`config.mk`:
```
export PLATFORM = sky130hd
export DESIGN_NAME = fifth_reduced_gmii_port_port_cfg
export DESIGN_NICKNAME = d
export VERILOG_FILES = /design/src/fifth_reduced_gmii_port_cfg_pkg.sv /design/src/sticky_bits.sv /design/src/fifth_reduced_gmii_port_port_cfg.sv
export VERILOG_INCLUDE_DIRS = /design/src
export SDC_FILE = /design/constraint.sdc
export NUM_CORES = 1
export LEC_CHECK = 0
export BUFFER_PORTS_ARGS = -buffer_cell sky130_fd_sc_hd__buf_2
export CORE_MARGIN = 3
export CORE_UTILIZATION = 53
export DETAILED_ROUTE_END_ITERATION = 8
export PLACE_DENSITY = 0.95
export SETUP_SLACK_MARGIN = 0.3
export SLEW_MARGIN = 10
export SYNTH_ARGS = -nofsm -noshare
export SYNTH_HDL_FRONTEND = slang
export SYNTH_SLANG_ARGS = --single-unit
export TNS_END_PERCENT = 20
```
`constraint.sdc`:
```
create_clock -name core_clk -period 6.75 [get_ports core_clk]
set_input_delay 1.35 -clock core_clk [delete_from_list [all_inputs] [get_ports core_clk]]
set_output_delay 1.35 -clock core_clk [all_outputs]
set_load 0.02 [all_outputs]
```
`src/fifth_reduced_gmii_port_cfg_regs.svh`:
```
`ifndef FIFTH_REDUCED_GMII_PORT_CFG_REGS_SVH
`define FIFTH_REDUCED_GMII_PORT_CFG_REGS_SVH

// Register indices; the APB byte address is four times the index
`define RG5_IDX_CLK_DELAY 16'hf101
`define RG5_IDX_EBUF_CTL 16'hf120
`define RG5_IDX_PORT_MUX 16'hf130
`define RG5_IDX_IFACE_MODE 16'hf1f0
`define RG5_IDX_IRQ_STATUS 16'hf1f1
`define RG5_IDX_IRQ_MASK 16'hf1f2

// Clock delay register fields
`define RG5_CD_METHOD_BIT 10
`define RG5_CD_RX_MSB 9
`define RG5_CD_RX_LSB 7
`define RG5_CD_TX_MSB 2
`define RG5_CD_TX_LSB 0
`define RG5_CD_RESET 16'h0000

// Elastic buffer control fields
`define RG5_EB_TX_UFL_BIT 15
`define RG5_EB_TX_OFL_BIT 14
`define RG5_EB_RX_UFL_BIT 13
`define RG5_EB_RX_OFL_BIT 12
`define RG5_EB_FLAG_LSB 12
`define RG5_EB_TXWP_MSB 5
`define RG5_EB_TXWP_LSB 3
`define RG5_EB_RXWP_MSB 2
`define RG5_EB_RXWP_LSB 0
`define RG5_EB_RESET 16'h0009

// Port mux fields
`define RG5_MUX_IE_BIT 9
`define RG5_MUX_ISO_BIT 0
`define RG5_MUX_RESET 16'h0000

// Interface mode field
`define RG5_IFMODE_MSB 3
`define RG5_IFMODE_RGMII 4'h4
`define RG5_IFMODE_RESET 4'h0

// Interrupt registers, one bit per buffer event
`define RG5_IRQ_RESET 4'h0

// Delay step
`define RG5_DELAY_STEP_PS 12'h1f4

`endif

```
`src/fifth_reduced_gmii_port_cfg_pkg.sv`:
```
package fifth_reduced_gmii_port_cfg_pkg;
`include "fifth_reduced_gmii_port_cfg_regs.svh"

    typedef logic [2:0] delay_step_t;
    typedef logic [11:0] delay_ps_t;
    typedef enum logic
    {
        DELAY_DIRECT = 1'b0,
        DELAY_MK = 1'b1
    } delay_method_t;
    typedef enum logic [2:0]
    {
        SEL_NONE = 3'h0,
        SEL_CLK_DELAY = 3'h1,
        SEL_EBUF_CTL = 3'h3,
        SEL_PORT_MUX = 3'h2,
        SEL_IFACE_MODE = 3'h6,
        SEL_IRQ_STATUS = 3'h7,
        SEL_IRQ_MASK = 3'h5
    } reg_sel_t;
endpackage

```
`src/sticky_bits.sv`:
```
`timescale 1ns/1ps
module sticky_bits #(
    parameter int WIDTH = 4
) (
    input wire logic core_clk,
    input wire logic rst_n,
    input wire logic [WIDTH-1:0] set,
    input wire logic [WIDTH-1:0] clr,
    output logic [WIDTH-1:0] bits
);
    genvar i;
    generate
        for (i = 0; i < WIDTH; i++)
        begin : g_bit
            logic q;
            // Set beats a clear in the same cycle
            always_ff @(posedge core_clk or negedge rst_n)
            begin
                if (!rst_n)
                    q <= 1'b0;
                else if (set[i])
                    q <= 1'b1;
                else if (clr[i])
                    q <= 1'b0;
            end
            // One flop per bit, so each bit has a single driver
            assign bits[i] = q;
        end
    endgenerate
endmodule // sticky_bits

```
`src/fifth_reduced_gmii_port_port_cfg.sv`:
```
// The APB interface to the registers was decided locally.
`timescale 1ns/1ps
`include "fifth_reduced_gmii_port_cfg_regs.svh"
// How it works
// - Delay method bit 10 picks direct delay fields when 0 and M/K derived delays when 1.
// - Receive clock delay is the unsigned bits 9:7 value times 500 ps.
// - Transmit clock delay is the unsigned bits 2:0 value times 500 ps.
// - Bit 15 latches once a transmit buffer underflow is seen.
// - Bit 14 latches once a transmit buffer overflow is seen.
// - Bit 13 latches once a receive buffer underflow is seen.
// - Bit 12 latches once a receive buffer overflow is seen.
// - The transmit buffer write pointer starts offset by bits 5:3.
// - The receive buffer write pointer starts offset by bits 2:0.
// - Mux bit 9 set attaches switch port 6 to the insertion and extraction path.
// - Mux bit 0 set routes the first internal PHY to the fifth port instead of the fabric.
// - The port is RGMII, and the clock delays apply, only when the mode field holds 0100.
module fifth_reduced_gmii_port_port_cfg #(
    parameter int ADDR_W = 20
) (
    input wire logic core_clk,
    input wire logic rst_n,
    input wire logic psel,
    input wire logic penable,
    input wire logic pwrite,
    input wire logic [ADDR_W-1:0] paddr,
    input wire logic [31:0] pwdata,
    input wire logic [3:0] pstrb,
    output logic [31:0] prdata,
    output logic pready,
    output logic pslverr,
    input wire logic tx_underflow_evt,
    input wire logic tx_overflow_evt,
    input wire logic rx_underflow_evt,
    input wire logic rx_overflow_evt,
    output logic delay_method_select,
    output logic [11:0] receive_clock_delay_ps,
    output logic [11:0] transmit_clock_delay_ps,
    output logic [2:0] tx_write_pointer_delay,
    output logic [2:0] rx_write_pointer_delay,
    output logic insert_extract_mode,
    output logic first_phy_isolate,
    output logic rgmii_active,
    output logic irq
);
    fifth_reduced_gmii_port_cfg_pkg::delay_method_t delay_method;
    fifth_reduced_gmii_port_cfg_pkg::delay_step_t receive_clock_delay;
    fifth_reduced_gmii_port_cfg_pkg::delay_step_t transmit_clock_delay;
    logic [3:0] interface_mode_field;
    logic [3:0] irq_mask;
    logic [3:0] irq_status;
    logic [3:0] ebuf_flags;
    logic [3:0] buf_events;
    logic [3:0] flag_clr;
    logic [3:0] irq_clr;
    logic [15:0] next_rdata;
    logic [15:0] cd_merged;
    fifth_reduced_gmii_port_cfg_pkg::reg_sel_t sel;
    logic access;
    logic wr_en;
    logic rd_done;

    function automatic logic [ADDR_W-1:0] byte_addr(input logic [15:0] idx);
        byte_addr = ADDR_W'({idx, 2'b00});
    endfunction

    function automatic fifth_reduced_gmii_port_cfg_pkg::reg_sel_t decode(input logic [ADDR_W-1:0] a);
        if (a == byte_addr(`RG5_IDX_CLK_DELAY))
            decode = fifth_reduced_gmii_port_cfg_pkg::SEL_CLK_DELAY;
        else if (a == byte_addr(`RG5_IDX_EBUF_CTL))
            decode = fifth_reduced_gmii_port_cfg_pkg::SEL_EBUF_CTL;
        else if (a == byte_addr(`RG5_IDX_PORT_MUX))
            decode = fifth_reduced_gmii_port_cfg_pkg::SEL_PORT_MUX;
        else if (a == byte_addr(`RG5_IDX_IFACE_MODE))
            decode = fifth_reduced_gmii_port_cfg_pkg::SEL_IFACE_MODE;
        else if (a == byte_addr(`RG5_IDX_IRQ_STATUS))
            decode = fifth_reduced_gmii_port_cfg_pkg::SEL_IRQ_STATUS;
        else if (a == byte_addr(`RG5_IDX_IRQ_MASK))
            decode = fifth_reduced_gmii_port_cfg_pkg::SEL_IRQ_MASK;
        else
            decode = fifth_reduced_gmii_port_cfg_pkg::SEL_NONE;
    endfunction

    // Per-lane merge of a 16-bit register with the write data
    function automatic logic [15:0] merge(input logic [15:0] old, input logic [31:0] wd, input logic [3:0] be);
        merge = {be[1] ? wd[15:8] : old[15:8], be[0] ? wd[7:0] : old[7:0]};
    endfunction

    // Zero wait states; unmapped accesses complete with an error and no effect
    assign sel = decode(paddr);
    assign access = psel && penable;
    assign pready = 1'b1;
    assign pslverr = access && (sel == fifth_reduced_gmii_port_cfg_pkg::SEL_NONE);
    assign wr_en = access && pwrite;
    assign rd_done = access && !pwrite && (sel == fifth_reduced_gmii_port_cfg_pkg::SEL_EBUF_CTL);
    // Receive field straddles both byte lanes
    assign cd_merged = merge({5'h00, delay_method, receive_clock_delay, 4'h0, transmit_clock_delay}, pwdata, pstrb);

    always_ff @(posedge core_clk or negedge rst_n)
    begin
        if (!rst_n)
        begin
            delay_method <= fifth_reduced_gmii_port_cfg_pkg::delay_method_t'(1'(`RG5_CD_RESET >> `RG5_CD_METHOD_BIT));
            receive_clock_delay <= 3'(`RG5_CD_RESET >> `RG5_CD_RX_LSB);
            transmit_clock_delay <= 3'(`RG5_CD_RESET >> `RG5_CD_TX_LSB);
        end
        else if (wr_en && sel == fifth_reduced_gmii_port_cfg_pkg::SEL_CLK_DELAY)
        begin
            delay_method <= fifth_reduced_gmii_port_cfg_pkg::delay_method_t'(cd_merged[`RG5_CD_METHOD_BIT]);
            receive_clock_delay <= cd_merged[`RG5_CD_RX_MSB:`RG5_CD_RX_LSB];
            transmit_clock_delay <= cd_merged[`RG5_CD_TX_MSB:`RG5_CD_TX_LSB];
        end
    end

    always_ff @(posedge core_clk or negedge rst_n)
    begin
        if (!rst_n)
        begin
            tx_write_pointer_delay <= 3'(`RG5_EB_RESET >> `RG5_EB_TXWP_LSB);
            rx_write_pointer_delay <= 3'(`RG5_EB_RESET >> `RG5_EB_RXWP_LSB);
        end
        else if (wr_en && sel == fifth_reduced_gmii_port_cfg_pkg::SEL_EBUF_CTL && pstrb[0])
        begin
            // Range is software's duty; the block takes any value
            tx_write_pointer_delay <= pwdata[`RG5_EB_TXWP_MSB:`RG5_EB_TXWP_LSB];
            rx_write_pointer_delay <= pwdata[`RG5_EB_RXWP_MSB:`RG5_EB_RXWP_LSB];
        end
    end

    always_ff @(posedge core_clk or negedge rst_n)
    begin
        if (!rst_n)
        begin
            insert_extract_mode <= 1'(`RG5_MUX_RESET >> `RG5_MUX_IE_BIT);
            first_phy_isolate <= 1'(`RG5_MUX_RESET >> `RG5_MUX_ISO_BIT);
        end
        else if (wr_en && sel == fifth_reduced_gmii_port_cfg_pkg::SEL_PORT_MUX)
        begin
            if (pstrb[1])
                insert_extract_mode <= pwdata[`RG5_MUX_IE_BIT];
            if (pstrb[0])
                first_phy_isolate <= pwdata[`RG5_MUX_ISO_BIT];
        end
    end

    always_ff @(posedge core_clk or negedge rst_n)
    begin
        if (!rst_n)
            interface_mode_field <= `RG5_IFMODE_RESET;
        else if (wr_en && sel == fifth_reduced_gmii_port_cfg_pkg::SEL_IFACE_MODE && pstrb[0])
            interface_mode_field <= pwdata[`RG5_IFMODE_MSB:0];
    end

    always_ff @(posedge core_clk or negedge rst_n)
    begin
        if (!rst_n)
            irq_mask <= `RG5_IRQ_RESET;
        else if (wr_en && sel == fifth_reduced_gmii_port_cfg_pkg::SEL_IRQ_MASK && pstrb[0])
            irq_mask <= pwdata[3:0];
    end

    // Flag order matches bits 15:12 of the buffer control register
    assign buf_events = {tx_underflow_evt, tx_overflow_evt, rx_underflow_evt, rx_overflow_evt};

    // Only bits that the read returned as one are cleared, so a later event is kept
    assign flag_clr = rd_done ? prdata[`RG5_EB_TX_UFL_BIT:`RG5_EB_FLAG_LSB] : 4'h0;

    sticky_bits #(
        .WIDTH(4)
    ) u_ebuf_flags (
        .core_clk(core_clk),
        .rst_n(rst_n),
        .set(buf_events),
        .clr(flag_clr),
        .bits(ebuf_flags)
    );

    assign irq_clr = (wr_en && sel == fifth_reduced_gmii_port_cfg_pkg::SEL_IRQ_STATUS && pstrb[0]) ? pwdata[3:0] : 4'h0;

    sticky_bits #(
        .WIDTH(4)
    ) u_irq_status (
        .core_clk(core_clk),
        .rst_n(rst_n),
        .set(buf_events),
        .clr(irq_clr),
        .bits(irq_status)
    );

    assign irq = |(irq_status & irq_mask);

    // Read data is captured in the setup cycle and held through the access
    always_comb
    begin
        next_rdata = 16'h0000;
        unique case (sel)
            fifth_reduced_gmii_port_cfg_pkg::SEL_CLK_DELAY:
                next_rdata = {5'h00, delay_method, receive_clock_delay, 4'h0, transmit_clock_delay};
            fifth_reduced_gmii_port_cfg_pkg::SEL_EBUF_CTL:
                next_rdata = {ebuf_flags, 6'h00, tx_write_pointer_delay, rx_write_pointer_delay};
            fifth_reduced_gmii_port_cfg_pkg::SEL_PORT_MUX:
                next_rdata = {6'h00, insert_extract_mode, 8'h00, first_phy_isolate};
            fifth_reduced_gmii_port_cfg_pkg::SEL_IFACE_MODE:
                next_rdata = {12'h000, interface_mode_field};
            fifth_reduced_gmii_port_cfg_pkg::SEL_IRQ_STATUS:
                next_rdata = {12'h000, irq_status};
            fifth_reduced_gmii_port_cfg_pkg::SEL_IRQ_MASK:
                next_rdata = {12'h000, irq_mask};
            fifth_reduced_gmii_port_cfg_pkg::SEL_NONE:
                next_rdata = 16'h0000;
        endcase
    end

    always_ff @(posedge core_clk or negedge rst_n)
    begin
        if (!rst_n)
            prdata <= 32'h0000_0000;
        else if (psel && !penable && !pwrite)
            prdata <= {16'h0000, next_rdata};
    end

    // Delay outputs; zero whenever the direct fields do not govern the delay
    always_ff @(posedge core_clk or negedge rst_n)
    begin
        if (!rst_n)
        begin
            rgmii_active <= 1'b0;
            delay_method_select <= 1'b0;
            receive_clock_delay_ps <= 12'h000;
            transmit_clock_delay_ps <= 12'h000;
        end
        else
        begin
            rgmii_active <= interface_mode_field == `RG5_IFMODE_RGMII;
            delay_method_select <= (interface_mode_field == `RG5_IFMODE_RGMII) &&
                (delay_method == fifth_reduced_gmii_port_cfg_pkg::DELAY_MK);
            if (interface_mode_field == `RG5_IFMODE_RGMII && delay_method == fifth_reduced_gmii_port_cfg_pkg::DELAY_DIRECT)
            begin
                receive_clock_delay_ps <= 12'(receive_clock_delay) * `RG5_DELAY_STEP_PS;
                transmit_clock_delay_ps <= 12'(transmit_clock_delay) * `RG5_DELAY_STEP_PS;
            end
            else
            begin
                receive_clock_delay_ps <= 12'h000;
                transmit_clock_delay_ps <= 12'h000;
            end
        end
    end
endmodule // fifth_reduced_gmii_port_port_cfg

```
# Word level (Yosys, flattened, before mapping)
# Cells that the tools add are included.
# totals
reg_bits	73
inputBits	65
output_inout_bits	69
word_cells	102
# classes
mul	2
n_eq_ne	13
mux	27
bitwise_logic	2
reduce_logical	35
# ops
operator	count
$eq A20 B18 Y1 const B	6
$pmux W16 S7	1
$mux W12	2
$mul A3 B7 Y10 const B	2
$logic_and A1 B1 Y1	19
$mux W3	6
$mux W1	16
$reduce_bool A2 Y1	8
$eq A3 B3 Y1 const B	3
$mux W4	2
$reduce_and A2 Y1	4
$eq A3 B2 Y1 const B	2
$and A4 B4 Y4	1
$eq A4 B3 Y1 const B	1
$reduce_or A4 Y1	1
$eq A3 B1 Y1 const B	1
$logic_not A3 Y1	1
$logic_not A1 Y1	2
$not A1 Y1	1

# Logic depth before layout (Yosys ltp)
# logic_depth
depth_word	13
depth_mapped	9
ltp_nobuf	9

# Modules after synthesis
# From an unflattened synthesis, not the netlist that was laid out.
# unflattened
hier_cells	352
hier_area_um2	3744.8
# by_module_without_submodules
module	instances	cells_per_inst	area_per_inst_um2	seq_area_each_um2
fifth_reduced_gmii_port_port_cfg	1	320	3394.5	1478.9
sticky_bits	2	16	175.2	100.1

# Worst setup path before layout
# Ideal clock, no wire load.
# synth_path
kind	input port to output port
from	in paddr[6]
to	out pslverr
t_arrival_ns	2.447
required_ns	5.400
path_slack_ns	2.953
cell_stages	6
n_path_buf	1
path_cell_list	buf_4 > or4_4 > nor2_4 > a21oi_1 > o211ai_1 > a21oi_1
# synth_between
elab_chain_len	9
word_cells_on_any_way	14
classes_between	eq/ne (6); mux (6); reduce/logical (2)
# synth_rtl
item	line_no	source
from (decl)	fifth_reduced_gmii_port_port_cfg.sv:25	input wire logic [ADDR_W-1:0] paddr,
$eq A20 B18 Y1	fifth_reduced_gmii_port_port_cfg.sv:77	else if (a == byte_addr(`RG5_IDX_IRQ_MASK))
$mux W3	fifth_reduced_gmii_port_port_cfg.sv:77	
$mux W3	fifth_reduced_gmii_port_port_cfg.sv:75	else if (a == byte_addr(`RG5_IDX_IRQ_STATUS))
$mux W3	fifth_reduced_gmii_port_port_cfg.sv:73	else if (a == byte_addr(`RG5_IDX_IFACE_MODE))
$mux W3	fifth_reduced_gmii_port_port_cfg.sv:71	else if (a == byte_addr(`RG5_IDX_PORT_MUX))
$mux W3	fifth_reduced_gmii_port_port_cfg.sv:69	else if (a == byte_addr(`RG5_IDX_EBUF_CTL))
$mux W3 *	fifth_reduced_gmii_port_port_cfg.sv:67	if (a == byte_addr(`RG5_IDX_CLK_DELAY))
$logic_not A3 Y1 *	fifth_reduced_gmii_port_port_cfg.sv:92	assign pslverr = access && (sel == fifth_reduced_gmii_port_cfg_pkg::SEL_NONE);
$logic_and A1 B1 Y1 *	fifth_reduced_gmii_port_port_cfg.sv:92	
to (decl)	fifth_reduced_gmii_port_port_cfg.sv:30	output logic pslverr,
# Mark *: on every way between the ends. The rest lies on a longest branch, timed or not.

# Worst setup path in the final report
# Ends and elaborated chain as after synthesis.

==> flow_summary.json <==
{
  "p_comb_frac": 0.068,
  "p_sw_frac": 0.2352,
  "p_leak_nw": 2.277,
  "synth_common_cells": "dfrtp_1, nand2_1, buf_4",
  "fmax_mhz": 247.9,
  "crit_chain": "buf_2, or4_4, nor2_4, a21oi_1, o211ai_1, a21oi_1, buf_2",
  "drtPass1Iterations": 4,
  "setup_tns_ns": 0,
  "wl_per_cell_um": 17.16,
  "final_max_slew_viol_count": 0,
  "drt_iter0_drc": 171,
  "min-delay-start": "prdata[5]$_DFFE_PN0P_",
  "final-setup-viol-count": 0,
  "top_level_ports": 134,
  "synth_warnings": 0,
  "start_util": 0.5581,
  "crit_family": "simple AND/OR/NAND/NOR gates",
  "r2r-start": "receive_clock_delay[1]$_DFFE_PN0P_",
  "area_delta_synth_final_pct": 18.15,
  "netlist_area_um2": 3605,
  "worstPathMaxFanout": 8,
  "synth_top_cell_by_area": "dfrtp_1",
  "syn_inst": 322,
  "grt_antenna_before_repair": 0,
  "dp_hpwl_mm": 6.193,
  "grt_use_total": 0.2292,
  "cp.required_ns": 5.40,
  "dieArea_um2": 7827,
  "crit_path_top_delay_cell": "or4_4",
  "syn_avg_cell_area_um2": 11.19,
  "internal_power_w": 0.0006642,
  "worst_slew_pin_slew_ns": 0.8467,
  "die_height_um": 88.47,
  "cp_num_buf_inv": 2,
  "cts_tree": "built",
  "p_seq_frac": 0.466,
  "cp-start-kind": "input port",
  "dp_cells": 478,
  "post_layout_nonfiller_instances": 494,
  "rsz0062_at_grt": "false",
  "cp_slowest_stage_delay_ns": 0.52,
  "clockBufferDepth": 2,
  "ys_seq_area_frac": 0.4658,
  "die_x_um": 88.47,
  "ys_types": 46,
  "clock-sinks": 67,
  "drcViolationCount": 0,
  "n_antenna_cell": 0,
  "wl_mm": 8.476,
  "drive_above_1_share": 0.3549,
  "period_share": 0.5976,
  "via_per_inst": 5.530,
  "root_buffer": "clkbuf_8",
  "finalHoldViolCount": 0,
  "synth_area_leaders": "dfrtp_1, mux2_2, ha_1, buf_4, fa_1",
  "maxCapViolations": 0,
  "power_switching_w": 0.0002043,
  "place_congestion": 0.8350,
  "period_needed_ns": 4.034,
  "run_status": "finished, final reports clean",
  "vias": 2732,
  "hp-class": "register to register",
  "synth_seq_cells": 67,
  "crit_start": "paddr[6]",
  "synthFlopType": "dfrtp_1",
  "cts_setup_buffers": 0,
  "synth_edf_count": 0,
  "final_antenna_net_count": 0,
  "fin_worst_skew_ns": 0.006590,
  "end_kind": "output port",
  "irDropWorstVdd_uv": 182.4,
  "core_area_um2": 6459,
  "overflow": 0,
  "synthMostInstantiatedCell": "dfrtp_1",
  "grt_max_degree": 68,
  "cts_buffers": 9,
  "relSlewSlack": 0.4355,
  "p_per_area_nw_per_um2": 203.9,
  "cts_hold_buf": 0,
  "clk_pin_slew_ns": 0.07,
  "insertion_delay_ns": 0.34,
  "cts_max_level": 3,
  "synth.top_cell.area_share": 0.4512,
  "critPathKind": "input port to output port",
  "grt_pass1_wl_mm": 13.60,
  "async_flop_share": 1.000,
  "port_buffers": 86,
  "row_count": 29,
  "cts_resized": 0,
  "fin_nets": 501,
  "grt_pass1_vias": 2848,
  "power_frac_clock": 0.466,
  "cp.arrival_ns": 2.68
}
-- cell type report --
class	instances	area (µm²)
Clock inverter	7	116.4
Inverter	15	56.30
Tap cell	77	96.34
Sequential cell	67	1679
Clock buffer	9	123.9
Multi-Input combinational cell	231	1742
Timing Repair Buffer	88	445.4
Fill cell	482	2200
-- final timing paths --
| path | endpoint | slack, ns | cells past startpoint |
|---|---|---|---|
| max reg2reg | receive_clock_delay_ps[7]$_DFF_PN0_ | 4.33 | 6 |
| max | pslverr | 2.72 | 7 |
| min | prdata[5]$_DFFE_PN0P_ | 0.46 | 2 |
| max in group asynchronous | insert_extract_mode$_DFFE_PN0P_ | 5.01 | 2 |
| min reg2reg | prdata[5]$_DFFE_PN0P_ | 0.46 | 2 |
| min in group asynchronous | u_ebuf_flags.g_bit[0].q$_DFFE_PN0P_ | 1.17 | 2 |
-- flip-flops by register name (all words and copies together), names as in the netlist, 3 cells and up --
register and cells:
receive_clock_delay 3, u_ebuf_flags.g_bit.q 4, transmit_clock_delay 3, u_irq_status.g_bit.q 4, transmit_clock_delay_ps 10, prdata 14
tx_write_pointer_delay 3, interface_mode_field 4, rx_write_pointer_delay 3, receive_clock_delay_ps 10, irq_mask 4
-- metrics by stage --
stage / area [µm²] / util / setup WS (ns) / hold WS, ns / power (W)
CTS: 4259 / 0.6594 / 2.716 / 0.4688 / 0.0008699
detailed placement: 4019 / 0.6222 / 2.729 / 0.4530 / 0.0004703
global placement: 4019 / 0.6222 / 2.755 / 0.4460 / 0.0004686
global route: 4259 / 0.6594 / 2.614 / 0.4847 / 0.0008983
floorplan: 3684 / - / 2.953 / 0.4487 / 0.0004508
finish: 4259 / 0.6594 / 2.716 / 0.4636 / 0.0008685
-- power groups by stage --
stage	Combinational, W	Clock, W	Sequential, W
after floorplan	0.0000365	0	0.000414
after global placement	0.0000569	0	0.000412
after detailed placement	0.0000586	0	0.000412
after CTS	0.0000594	0.000406	0.000404
after global routing	0.0000653	0.000429	0.000404
final	0.0000594	0.000405	0.000404
-- cells by family (layout without fill, tap and decap cells) --
family | Yosys count | in the layout | synth area share
other | 2 | 23 | 0.002083
and+or+nand+nor | 105 | 105 | 0.1791
AOI/OAI and AO/OA | 47 | 47 | 0.08469
DFF | 67 | 67 | 0.4658
muxes | 28 | 28 | 0.08574
buffers and inverters | 45 | 119 | 0.07289
xor gates and xnor gates | 4 | 4 | 0.009721
adders and majority gates | 24 | 24 | 0.09996
-- placed cells by master, fill, tap and decap left out, drive strengths merged, types with 3 or more instances in the layout --
cell / n
a21o: 16
a21oi: 10
and2: 8
buf: 88
bufinv: 3
clkbuf: 9
clkinv: 3
conb: 23
dfrtp: 65
fa: 8
ha: 16
inv: 15
mux2: 23
mux2i: 5
nand2: 34
nand2b: 5
nand3: 6
nand3b: 3
nand4: 5
nor2: 21
nor3: 5
nor4: 7
o21ai: 11
or3b: 3
-- layer usage --
metal  GRT usage  share of wire  routed length [µm]  up-vias
met5           0              0                   0        -
met4      0.1085          0.031                 266        0
met3     0.05587          0.064                 542       24
met2      0.3902           0.51                4364      117
met1      0.2728           0.39                3303     1346
li1            -              -                   -     1245
-- tightest hold or removal path, cell delays in order, from the launching register on --
cell,delay (ns)
dfrtp_1,0.34
nand2_1,0.05
nand2_1,0.05
(Power assumes the default switching activity.)
